$ cat config.mk
export PLATFORM = sky130hd
export DESIGN_NAME = abbc_ctrl
export DESIGN_NICKNAME = d
export VERILOG_FILES = /design/src/abbc_pkg.sv /design/src/abbc_sync.sv /design/src/abbc_ctrl.sv
export SDC_FILE = /design/constraint.sdc
export NUM_CORES = 1
export LEC_CHECK = 0
export BUFFER_PORTS_ARGS = -buffer_cell sky130_fd_sc_hd__buf_2
export CAP_MARGIN = 20
export CORE_ASPECT_RATIO = 0.9
export CORE_MARGIN = 4
export CORE_UTILIZATION = 64
export CTS_CLUSTER_DIAMETER = 200
export DETAILED_ROUTE_END_ITERATION = 8
export PLACE_DENSITY = 0.93
export SLEW_MARGIN = 25
export SYNTH_ARGS = -nofsm -noshare
export SYNTH_HDL_FRONTEND = slang
export SYNTH_HIERARCHICAL = 1
export SYNTH_SLANG_ARGS = --single-unit
export TNS_END_PERCENT = 5
$ cat constraint.sdc
create_clock -name clk_i -period 3.64 [get_ports clk_i]
set_input_delay 0.546 -clock clk_i [delete_from_list [all_inputs] [get_ports clk_i]]
set_output_delay 0.546 -clock clk_i [all_outputs]
set_load 0.005 [all_outputs]
$ cat src/abbc_pkg.sv
// Constants shared by the two-wire control register block.
// Assumes a 100 MHz system clock and a 7-bit two-wire slave address.
package abbc_pkg;
    localparam logic [1:0] ABBC_ADDR_TOP    = 2'b11;
    localparam int         ABBC_ADDR_SET_W  = 5;
    // Register 1 field positions
    localparam int         ABBC_R1_LINK     = 7;
    localparam int         ABBC_R1_P2_VAL   = 6;
    localparam int         ABBC_R1_P1_VAL   = 5;
    localparam int         ABBC_R1_P2_LVL   = 4;
    localparam int         ABBC_R1_P1_LVL   = 3;
    // Register 2 field positions
    localparam int         ABBC_R2_P2_DIR   = 7;
    localparam int         ABBC_R2_P1_DIR   = 6;
    localparam int         ABBC_R2_P2_STY   = 5;
    localparam int         ABBC_R2_P1_STY   = 4;
    localparam int         ABBC_R2_CARD_B   = 3;
    localparam int         ABBC_R2_BACK_B   = 2;
    // Reset values of the stored bits, and the fixed read value of register two's low bits
    localparam logic [2:0] ABBC_R1_RST      = 3'h3;
    localparam logic [5:0] ABBC_R2_RST      = 6'h00;
    localparam logic [1:0] ABBC_R2_LOW_ONES = 2'h3;
    // Fastest allowed bus clock, in kHz
    localparam int         ABBC_SCL_MAX_KHZ = 400;
    localparam int         ABBC_CLK_MHZ     = 100;
    // Minimum system clocks per bus clock period
    localparam int         ABBC_SCL_MIN_CYC = (ABBC_CLK_MHZ * 1000) / ABBC_SCL_MAX_KHZ;
    typedef enum logic [2:0] {
        ABBC_IDLE,
        ABBC_ADDR,
        ABBC_WDATA,
        ABBC_RDATA,
        ABBC_RACK,
        ABBC_IGNORE
    } abbc_state_t;
endpackage : abbc_pkg

$ cat src/abbc_sync.sv
// Two-flop synchroniser for a group of pin inputs.
// Assumes inputs are asynchronous to clk_i; outputs are clk_i-domain levels.
`timescale 1ns/1ps
`default_nettype none
module abbc_sync
    import abbc_pkg::*;
#(
    parameter int          WIDTH = 1,
    parameter logic [WIDTH-1:0] INIT = '1
)(
    input  wire logic             clk_i,
    input  wire logic             reset_n_i,
    input  wire logic [WIDTH-1:0] async_i,
    output logic      [WIDTH-1:0] sync_o
);
    logic [WIDTH-1:0] meta_r;

    always_ff @(posedge clk_i or negedge reset_n_i)
    begin
        if (!reset_n_i)
        begin
            meta_r <= INIT;
            sync_o <= INIT;
        end
        else
        begin
            meta_r <= async_i;
            sync_o <= meta_r;
        end
    end
endmodule // abbc_sync
`default_nettype wire

$ cat src/abbc_ctrl.sv
// Two-wire slave holding the link and pin control registers.
// Assumes SCL and SDA are sampled by clk_i; the bus clock is at most 400 kHz.
//
// Contract
// Master keeps bus clock at most 400kHz
// Acknowledge address 11 plus five-bit setting
// Address bit eight chooses read or write
// Single write byte goes to register one
// Register one bit 7 joins the link
// Bits 6,5 hold pin two/one drive values
// Bits 4,3 read pin two/one levels
// Writes ignore the five read-only bits
// Read returns bits 7..3 then 000
// Register one resets to 011DD000
// Second write byte goes to register two
// Bits 7,6 set pin two/one direction
// Bits 5,4 choose open-drain or push-pull
// Bits 3,2 enable card/backplane boost
// Register two low bits read ones
// Write word: third data byte acknowledged, dropped
// Registers update only on valid Stop
// Start before Stop drops pending bytes
// Master rewrites after an aborted write
// Board seat low restores defaults asynchronously
// Single read returns register one
// Acked first read byte, then register two
// Read word command code is never stored
// Single-pin variant ignores pin two bits
`timescale 1ns/1ps
`default_nettype none
module abbc_ctrl
    import abbc_pkg::*;
#(
    parameter bit SINGLE_PIN = 1'b0
)(
    input  wire logic                       clk_i,
    input  wire logic                       reset_n_i,
    input  wire logic                       board_seat_reset_n_i,
    input  wire logic [ABBC_ADDR_SET_W-1:0] addr_setting_i,
    input  wire logic                       scl_i,
    input  wire logic                       sda_i,
    output logic                            sda_o,
    output logic                            sda_oe_n_o,
    input  wire logic                       port_pin1_i,
    input  wire logic                       port_pin2_i,
    output logic                            port_pin1_o,
    output logic                            port_pin1_oe_n_o,
    output logic                            port_pin2_o,
    output logic                            port_pin2_oe_n_o,
    output logic                            link_join_o,
    output logic                            card_side_boost_en_o,
    output logic                            backplane_boost_en_o
);
    logic [3:0]  sync_w;
    logic        scl_s, sda_s, pin1_s, pin2_s;
    logic        scl_d_r, sda_d_r;
    logic        start_w, stop_w, scl_rise_w, scl_fall_w;
    abbc_state_t state_r;
    logic [7:0]  shift_r;
    logic [3:0]  bit_cnt_r;
    logic        rw_r;
    logic [1:0]  byte_idx_r;
    logic        ack_phase_r;
    logic        drive_low_r;
    logic [2:0]  r1_r;
    logic [5:0]  r2_r;
    logic [2:0]  pend1_r;
    logic [5:0]  pend2_r;
    logic [1:0]  pend_cnt_r;
    logic [7:0]  reg1_view_w;
    logic [7:0]  reg2_view_w;
    logic        rst_all_n_w;

    // Pins cross into the clock domain
    abbc_sync #(
        .WIDTH (4),
        .INIT  (4'hf)
    ) u_sync (
        .clk_i     (clk_i),
        .reset_n_i (reset_n_i),
        .async_i   ({scl_i, sda_i, port_pin1_i, port_pin2_i}),
        .sync_o    (sync_w)
    );
    assign scl_s  = sync_w[3];
    assign sda_s  = sync_w[2];
    assign pin1_s = sync_w[1];
    assign pin2_s = SINGLE_PIN ? 1'b0 : sync_w[0];

    assign rst_all_n_w = reset_n_i & board_seat_reset_n_i;

    always_ff @(posedge clk_i or negedge reset_n_i)
    begin
        if (!reset_n_i)
        begin
            scl_d_r <= 1'b1;
            sda_d_r <= 1'b1;
        end
        else
        begin
            scl_d_r <= scl_s;
            sda_d_r <= sda_s;
        end
    end

    assign start_w    = scl_s & scl_d_r & sda_d_r & ~sda_s;
    assign stop_w     = scl_s & scl_d_r & ~sda_d_r & sda_s;
    assign scl_rise_w = scl_s & ~scl_d_r;
    assign scl_fall_w = ~scl_s & scl_d_r;

    // Register views
    assign reg1_view_w = {r1_r, pin2_s, pin1_s, 3'h0};
    assign reg2_view_w = {r2_r, ABBC_R2_LOW_ONES};

    // Protocol engine
    always_ff @(posedge clk_i or negedge reset_n_i)
    begin
        if (!reset_n_i)
        begin
            state_r     <= ABBC_IDLE;
            shift_r     <= 8'h00;
            bit_cnt_r   <= 4'h0;
            rw_r        <= 1'b0;
            byte_idx_r  <= 2'h0;
            ack_phase_r <= 1'b0;
            drive_low_r <= 1'b0;
            pend1_r     <= 3'h0;
            pend2_r     <= 6'h00;
            pend_cnt_r  <= 2'h0;
        end
        else if (start_w)
        begin
            // Pending write bytes are lost on any start
            state_r     <= ABBC_ADDR;
            bit_cnt_r   <= 4'h0;
            ack_phase_r <= 1'b0;
            drive_low_r <= 1'b0;
            byte_idx_r  <= 2'h0;
            pend_cnt_r  <= 2'h0;
        end
        else if (stop_w)
        begin
            state_r     <= ABBC_IDLE;
            drive_low_r <= 1'b0;
            pend_cnt_r  <= 2'h0;
        end
        else
        begin
            case (state_r)
                ABBC_ADDR, ABBC_WDATA:
                begin
                    if (scl_rise_w && !ack_phase_r)
                    begin
                        shift_r   <= {shift_r[6:0], sda_s};
                        bit_cnt_r <= bit_cnt_r + 4'h1;
                    end
                    else if (scl_fall_w && !ack_phase_r && bit_cnt_r == 4'h8)
                    begin
                        bit_cnt_r <= 4'h0;
                        if (state_r == ABBC_ADDR)
                        begin
                            if (shift_r[7:6] == ABBC_ADDR_TOP
                                && shift_r[5:1] == addr_setting_i)
                            begin
                                rw_r        <= shift_r[0];
                                drive_low_r <= 1'b1;
                                ack_phase_r <= 1'b1;
                            end
                            else
                            begin
                                state_r <= ABBC_IGNORE;
                            end
                        end
                        else
                        begin
                            drive_low_r <= 1'b1;
                            ack_phase_r <= 1'b1;
                            if (byte_idx_r == 2'h0)
                            begin
                                pend1_r <= shift_r[7:5];
                            end
                            else if (byte_idx_r == 2'h1)
                            begin
                                pend2_r <= shift_r[7:2];
                            end
                            if (byte_idx_r != 2'h3)
                            begin
                                byte_idx_r <= byte_idx_r + 2'h1;
                            end
                            if (byte_idx_r < 2'h2)
                            begin
                                pend_cnt_r <= byte_idx_r + 2'h1;
                            end
                        end
                    end
                    else if (scl_fall_w && ack_phase_r)
                    begin
                        ack_phase_r <= 1'b0;
                        if (state_r == ABBC_ADDR && rw_r)
                        begin
                            state_r     <= ABBC_RDATA;
                            shift_r     <= reg1_view_w;
                            drive_low_r <= ~reg1_view_w[7];
                            bit_cnt_r   <= 4'h1;
                        end
                        else
                        begin
                            state_r     <= ABBC_WDATA;
                            drive_low_r <= 1'b0;
                        end
                    end
                end
                ABBC_RDATA:
                begin
                    if (scl_fall_w)
                    begin
                        if (bit_cnt_r == 4'h8)
                        begin
                            drive_low_r <= 1'b0;
                            state_r     <= ABBC_RACK;
                        end
                        else
                        begin
                            shift_r     <= {shift_r[6:0], 1'b0};
                            drive_low_r <= ~shift_r[6];
                            bit_cnt_r   <= bit_cnt_r + 4'h1;
                        end
                    end
                end
                ABBC_RACK:
                begin
                    if (scl_rise_w)
                    begin
                        state_r <= sda_s ? ABBC_IGNORE : ABBC_RACK;
                        ack_phase_r <= ~sda_s;
                    end
                    else if (scl_fall_w && ack_phase_r)
                    begin
                        ack_phase_r <= 1'b0;
                        state_r     <= ABBC_RDATA;
                        shift_r     <= reg2_view_w;
                        drive_low_r <= ~reg2_view_w[7];
                        bit_cnt_r   <= 4'h1;
                    end
                end
                ABBC_IGNORE, ABBC_IDLE:
                begin
                    drive_low_r <= 1'b0;
                end
                default:
                begin
                    state_r <= ABBC_IDLE;
                end
            endcase
        end
    end

    // Commit pending bytes on a valid stop
    always_ff @(posedge clk_i or negedge rst_all_n_w)
    begin
        if (!rst_all_n_w)
        begin
            r1_r <= ABBC_R1_RST;
            r2_r <= ABBC_R2_RST;
        end
        else if (stop_w && state_r == ABBC_WDATA && !rw_r)
        begin
            if (pend_cnt_r != 2'h0)
            begin
                r1_r[2] <= pend1_r[2];
                r1_r[0] <= pend1_r[0];
                if (!SINGLE_PIN)
                begin
                    r1_r[1] <= pend1_r[1];
                end
            end
            if (pend_cnt_r == 2'h2)
            begin
                r2_r[4] <= pend2_r[4];
                r2_r[2] <= pend2_r[2];
                r2_r[1:0] <= pend2_r[1:0];
                if (!SINGLE_PIN)
                begin
                    r2_r[5] <= pend2_r[5];
                    r2_r[3] <= pend2_r[3];
                end
            end
        end
    end

    // Registered outputs
    always_ff @(posedge clk_i or negedge reset_n_i)
    begin
        if (!reset_n_i)
        begin
            sda_o                <= 1'b0;
            sda_oe_n_o           <= 1'b1;
            link_join_o          <= 1'b0;
            card_side_boost_en_o <= 1'b0;
            backplane_boost_en_o <= 1'b0;
            port_pin1_o          <= 1'b1;
            port_pin1_oe_n_o     <= 1'b1;
            port_pin2_o          <= 1'b1;
            port_pin2_oe_n_o     <= 1'b1;
        end
        else
        begin
            sda_o                <= 1'b0;
            sda_oe_n_o           <= ~drive_low_r;
            link_join_o          <= r1_r[2];
            card_side_boost_en_o <= r2_r[1];
            backplane_boost_en_o <= r2_r[0];
            // Output when direction bit clear; push-pull drives both levels
            port_pin1_o      <= r1_r[0];
            port_pin1_oe_n_o <= r2_r[4] | (~r2_r[2] & r1_r[0]);
            port_pin2_o      <= r1_r[1];
            port_pin2_oe_n_o <= SINGLE_PIN | r2_r[5] | (~r2_r[3] & r1_r[1]);
        end
    end
endmodule // abbc_ctrl
`default_nettype wire

==> impl_metrics.tcl, run 1 <==
set metrics [dict create \
    status "finished clean" \
    ir_worst_vdd_mv 0.3912 \
    syn_nets 291 \
    relSlewSlack_pct 38.83 \
    syn-cell-area_um2 2930 \
    finalSetupTns_ps 0 \
    start_util_pct 66.12 \
    path_max_fanout 11 \
    cts-root-buf "clkbuf_8" \
    p_leak_nw 1.538 \
    gp_congestion 0.9107 \
    synth_cell_types 54 \
    num_rows 23 \
    drcViolationCount 0 \
    portBuffers 19 \
    grt_usage_pct 25.64 \
    grt_start_max_net_pins 28 \
    finalNetCount 311 \
    hold_buffers 0 \
    end_kind "flip-flop" \
    post-place-ws_ps 927.2 \
    ys_ff_latch 58 \
    post_cts_resized 0 \
    worstReg2RegStart "bit_cnt_r[1]$_DFFE_PN0P_" \
    rsz0062_at_grt "false" \
    nFillCells 307 \
    drive_above_1_share_pct 28.76 \
    setup_ws_ps 900.5 \
    seq_area_frac_synth_pct 50.26 \
    first_global_vias 2232 \
    synthArstFlopShare_pct 100.0 \
    start_kind "flip-flop" \
    crit_chain "inv_1, ha_1, nand3b_4, or3_1, or3_1, or3b_1, mux2_4" \
    grt_pass1_wl_mm 10.88 \
    ant_nets 0 \
    synth-edff-count 0 \
    dp_hpwl_mm 4.507 \
    area.growth.synth_to_final_pct 11.14 \
    routedWlPerCell_um 18.41 \
    skew_ps 7.953 \
    worst_slew_pin_slew_ps 904.8 \
    h-tree-depth 3 \
    fin_crit_ps 2740 \
    r2r_slack_ps 900 \
    drt_first_pass_iters 6 \
    vias 2266 \
    rr_worst_depth 7 \
    synthCells 274 \
    max_freq_ghz 0.3650 \
    insertion_delay_ps 340 \
    synth-main-ff-cell "dfrtp_1" \
    finalSetupViolations 0 \
    postCtsSetupBuffers 0 \
    syn_area_per_cell_um2 10.69 \
    num_io_pins 21 \
    multi_input_area_um2 1344 \
    antenna_found_initial 0 \
    dieArea_um2 5727 \
    critPathTopFamily "simple AND/OR/NAND/NOR gates" \
    grt-ovfl-total 0 \
    die_height_um 72.20 \
    p_per_area_nw_per_um2 578.6 \
    clock-sinks 58 \
    critical_path_class "reg2reg" \
    crit_arrival_ps 2970 \
    drtIter0Drc 200 \
    clkTransAtPathRegs_ps 60 \
    yosys_warnings 6 \
    drv_cap 0 \
    path_common_cell "or3_1" \
    cp.required_ps 3870 \
    maxSlewViolCount 0 \
    clk_path_buf_depth 2 \
    hp-class "in2async" \
    hold_viol 0 \
    wirelength_mm 6.647 \
    vias_per_cell 6.277 \
    path_buf_inv 1 \
    core_region_area_um2 4432 \
    r2r-end "pend2_r[1]$_DFFE_PN0P_" \
    numCtsBuffers 9 \
    antenna_cells 0 \
    max_stage_delay_ps 560 \
    dieWidth_um 79.33 \
    layout_worst_path_cycle_share_pct 75.26 \
    seq_area_um2 1473 \
    critPathSlowestCell "or3b_1" \
    cts_tree "done" \
]
-- cell families (layout without fill, tap and decap cells) --
kind of cell             count (synthesis)  count (layout)  share of synthesized area [%]
adder cells (fa/ha/maj)                  7               7                          2.861
AND/OR/NAND/NOR                         86              86                          15.50
AO/OA/AOI/OAI                           62              62                          13.92
other                                    1               1                         0.1280
buffers and inverters                   25              50                          3.886
multiplexers                            29              29                          11.66
XOR/XNOR                                 6               6                          1.793
flip-flops                              58              58                          50.26
-- synthesized netlist by cell type (6+ instances only) --
cell,n,area (um2)
dfrtp_1,41,1026
nor2_1,25,93.84
nand2_1,23,86.33
dfstp_2,17,446.7
mux2_2,17,191.4
a21oi_1,13,65.06
inv_1,13,48.80
o21ai_0,11,55.05
a31oi_1,10,62.56
mux2_4,6,90.09
mux2i_1,6,60.06
nand2b_1,6,37.54
nand3_1,6,30.03
xnor2_1,6,52.55
-- sequential cells by signal (all words and copies together), names as in the netlist, 2 cells and up --
name           flops
shift_r            8
state_r            3
u_sync/sync_o      4
byte_idx_r         2
pend2_r            6
pend1_r            3
r2_r               6
r1_r               3
bit_cnt_r          4
u_sync/meta_r      4
pend_cnt_r         2
-- cell type report --
cell class                 instances  area share [%]
clock buffer                      11           4.648
clock inverter                     5           1.614
tap                               62           2.382
inverter                          13           1.498
timing repair buffer              21           3.381
multi-input combinational        191           41.26
sequential                        58           45.22
-- layer usage --
metal / global-route usage [%] / wire, um / vias to the layer above
met3: 8.437 / 467 / 23
li1: - / - / 1019
met5: 0 / 0 / -
met2: 41.03 / 3243 / 122
met1: 31.44 / 2724 / 1102
met4: 12.79 / 212 / 0
-- how the worst max path moves through the flow --
| stage | end | cells after the start | from | slack (ps) |
|---|---|---|---|---|
| 3_5_place_dp | pend2_r[1]$_DFFE_PN0P_ | 7 | bit_cnt_r[0]$_DFFE_PN0P_ | 930 |
| 6_report | pend2_r[1]$_DFFE_PN0P_ | 7 | bit_cnt_r[1]$_DFFE_PN0P_ | 900 |
| 4_1_cts | pend2_r[4]$_DFFE_PN0P_ | 7 | bit_cnt_r[0]$_DFFE_PN0P_ | 930 |
| 2_1_floorplan | shift_r[2]$_DFFE_PN0P_ | 10 | bit_cnt_r[0]$_DFFE_PN0P_ | 1310 |
| 5_1_grt | pend2_r[3]$_DFFE_PN0P_ | 7 | bit_cnt_r[0]$_DFFE_PN0P_ | 790 |
| 3_3_place_gp | pend2_r[0]$_DFFE_PN0P_ | 7 | bit_cnt_r[0]$_DFFE_PN0P_ | 1020 |
-- cells in the final DEF, fill, tap and decap left out, types with 3 or more instances in the layout --
master,n
xnor2_1,6
ha_1,5
clkinv_2,3
o21ai_0,11
a31oi_1,10
dfrtp_1,41
nand3_1,6
nand2_1,23
nor3_1,5
mux2i_1,6
nor4b_1,3
o31ai_1,3
buf_2,19
mux2_2,17
clkbuf_8,11
or3_1,3
a21oi_1,13
dfstp_2,17
nand2b_1,6
mux2_4,6
a21o_1,4
a211oi_1,4
inv_1,13
nor2_1,25
-- metrics by stage --
step	hold slack (ps)	instances	power [mW]	cell area, um2	utilization [%]
final	171.3	361	1.884	3257	73.49
after global routing	183.7	361	1.986	3257	73.49
after CTS	180.0	361	1.880	3257	73.49
after detailed placement	347.2	345	1.283	3053	68.89
after global placement	345.9	345	1.259	3053	68.89
after floorplan	250.4	274	1.168	2930	-
-- power breakdown --
group / leakage, nW / internal [mW] / total, mW / switching, mW
sequential: 0.739 / 0.714 / 0.817 / 0.103
combinational: 0.694 / 0.209 / 0.475 / 0.266
clock: 0.105 / 0.349 / 0.592 / 0.243
total: 1.54 / 1.27 / 1.88 / 0.612
No activity file was read; power rests on OpenSTA's default activity.
==> run 2, diff against run 1 <==
--- a/config.mk
+++ b/config.mk
@@ -9,10 +9,10 @@
 export CAP_MARGIN = 20
 export CORE_ASPECT_RATIO = 0.9
 export CORE_MARGIN = 4
-export CORE_UTILIZATION = 64
+export CORE_UTILIZATION = 54
 export CTS_CLUSTER_DIAMETER = 200
 export DETAILED_ROUTE_END_ITERATION = 8
-export PLACE_DENSITY = 0.93
+export PLACE_DENSITY = 0.84
 export SLEW_MARGIN = 25
 export SYNTH_ARGS = -nofsm -noshare
 export SYNTH_HDL_FRONTEND = slang
==> constraint.sdc (replaced) <==
create_clock -name clk_i -period 2.2 [get_ports clk_i]
set_input_delay 0.33 -clock clk_i [delete_from_list [all_inputs] [get_ports clk_i]]
set_output_delay 0.33 -clock clk_i [all_outputs]
set_load 0.005 [all_outputs]
==> impl_metrics.tcl, run 2 (synthesized netlist as in run 1, its figures left out) <==
set metrics [dict create \
    status "finished with violations" \
    violations "negative setup slack" \
    critPathTopFamily "simple AND/OR/NAND/NOR gates" \
    wirelength_mm 6.882 \
    clock-sinks 58 \
    r2r-end "pend2_r[4]$_DFFE_PN0P_" \
    rr_worst_depth 7 \
    drcViolationCount 0 \
    worstReg2RegStart "bit_cnt_r[0]$_DFFE_PN0P_" \
    portBuffers 19 \
    finalNetCount 341 \
    fin_util_pct 67.57 \
    largest_register_ffs 8 \
    rsz0062_at_grt "true" \
    path_buf_inv 1 \
    wl_met2_mm 3.275 \
    start_kind "flip-flop" \
    p_leak_nw 1.720 \
    power_frac_seq_pct 38.9 \
    layout_worst_path_cycle_share_pct 103.5 \
    end_kind "flip-flop" \
    finalPower_mw 3.334 \
    ant_nets 0 \
    postCtsSetupBuffers 0 \
    die_height_um 77.89 \
    final_cells 396 \
    num_rows 25 \
    path_max_fanout 6 \
    regMostFlops "shift_r" \
    cts-root-buf "clkbuf_8" \
    grt-ovfl-total 0 \
    ir_worst_vdd_mv 0.7288 \
    cp.required_ps 2430 \
    first_global_vias 2252 \
    critPathSlowestCell "or3b_4" \
    area.growth.synth_to_final_pct 21.18 \
    switching_share_pct 32.47 \
    fin_crit_ps 2277 \
    routedWlPerCell_um 17.38 \
    finalSetupViolations 9 \
    drt_first_pass_iters 5 \
    p_per_area_nw_per_um2 939.0 \
    core_region_area_um2 5255 \
    r2r_slack_ps -80 \
    hold_viol 0 \
    drt-met1-wl_mm 3.118 \
    max_stage_delay_ps 450 \
    most-common-layout-cells "41 x dfrtp_1, 30 x buf_4, 25 x nor2_1" \
    path_common_cell "or3_4" \
    p_comb_share_pct 32.4 \
    clk_path_buf_depth 2 \
    critical_path_class "reg2reg" \
    gp_congestion 0.9396 \
    antenna_cells 0 \
    grt_usage_pct 22.54 \
    start_util_pct 55.76 \
    grt_start_max_net_pins 32 \
    antenna_found_initial 0 \
    grt_pass1_wl_mm 11.43 \
    internal_power_mw 2.252 \
    drtIter0Drc 230 \
    clkPwrFrac_pct 28.6 \
    cts_tree "done" \
    num_io_pins 21 \
    dieArea_um2 6671 \
    h-tree-depth 3 \
    crit_arrival_ps 2510 \
    dp_hpwl_mm 4.851 \
    endpoint "pend2_r[4]$_DFFE_PN0P_" \
    setup_ws_ps -77.27 \
    dieWidth_um 85.65 \
    routed-wl-met3_um 404 \
    insertion_delay_ps 340 \
    max_freq_ghz 0.4391 \
    place_inst 379 \
    skew_ps 7.780 \
    clkTransAtPathRegs_ps 70 \
    reg_top3 "shift_r x8, pend2_r x6, r2_r x6" \
    cp-startpoint "bit_cnt_r[0]$_DFFE_PN0P_" \
    mostFrequentLayoutCell "dfrtp_1" \
    vias 2293 \
    hp-class "in2async" \
    maxSlewViolCount 0 \
    drv_cap 0 \
    vias_per_cell 5.790 \
    drive_above_1_share_pct 36.78 \
    p_sw_mw 1.083 \
    crit_chain "inv_1, ha_2, nand3b_4, or3_4, or3_4, or3b_4, mux2_4" \
    cp.depth 7 \
    top_layer "met4" \
    numCtsBuffers 9 \
]
run 2: changes by cell type in the layout (fill, tap and decap cells not counted), moves of 3 or more:
| cell | delta |
|---|---|
| buf_4 | +28 |
| clkbuf_1 | +3 |
| mux2_2 | -4 |
| mux2_4 | +4 |
| or3_1 | -3 |
| or3_4 | +3 |
run 2: routing by layer:
metal / vias up / track usage [%]
met4: 0 / 7.120
met1: 1132 / 30.83
met3: 9 / 7.113
li1: 1077 / -
met5: - / 0
met2: 75 / 34.16
run 2: layout make-up:
class                      count  area, um2
fill                         370       1704
sequential                    58       1473
multi-input combinational    191       1406
timing repair buffer          51      350.3
clock buffer                  13      148.9
tap                           67      83.83
inverter                      13      48.80
clock inverter                 3      40.04
run 2: worst min-delay path by stage:
| stage | slack, ps | endpoint | cells after the start | from |
|---|---|---|---|---|
| 2_1_floorplan | 30 | ack_phase_r$_DFFE_PN0P_ | 0 | reset_n_i |
| 3_3_place_gp | 300 | drive_low_r$_DFFE_PN0P_ | 1 | reset_n_i |
| 3_5_place_dp | 300 | drive_low_r$_DFFE_PN0P_ | 1 | reset_n_i |
| 4_1_cts | 20 | r2_r[3]$_DFFE_PN0P_ | 2 | board_seat_reset_n_i |
| 5_1_grt | 40 | r2_r[2]$_DFFE_PN0P_ | 2 | board_seat_reset_n_i |
| 6_report | 20 | r2_r[3]$_DFFE_PN0P_ | 2 | board_seat_reset_n_i |
run 2: timing repair:
action / 4_1_cts / 5_1_grt
hold endpoints to repair: 11 / 0
pin swaps: 4 / 2
hold buffers: 1 / 0
gates resized for setup: 11 / 2
endpoints found under the setup margin: 21 / 24
run 2: power by group through the flow:
stage / registers (mW) / clock network (mW) / logic [mW]
floorplan: 1.28 / 0 / 0.664
global route: 1.31 / 1.03 / 1.16
CTS: 1.30 / 0.970 / 1.06
finish: 1.30 / 0.955 / 1.08
global placement: 1.30 / 0 / 0.976
detailed placement: 1.31 / 0 / 0.997
run 2: metrics by stage:
stage          setup slack [ps]  setup TNS, ps  hold WS, ps  cell area, um2
2_1_floorplan            -105.8          -1271        34.41            2943
3_3_place_gp             -160.3          -1209        302.1            3292
3_5_place_dp             -220.2          -1870        304.1            3292
4_1_cts                  -101.5         -629.3        18.01            3535
5_1_grt                  -151.3          -2419        35.89            3551
6_report                 -77.27         -481.5        16.32            3551
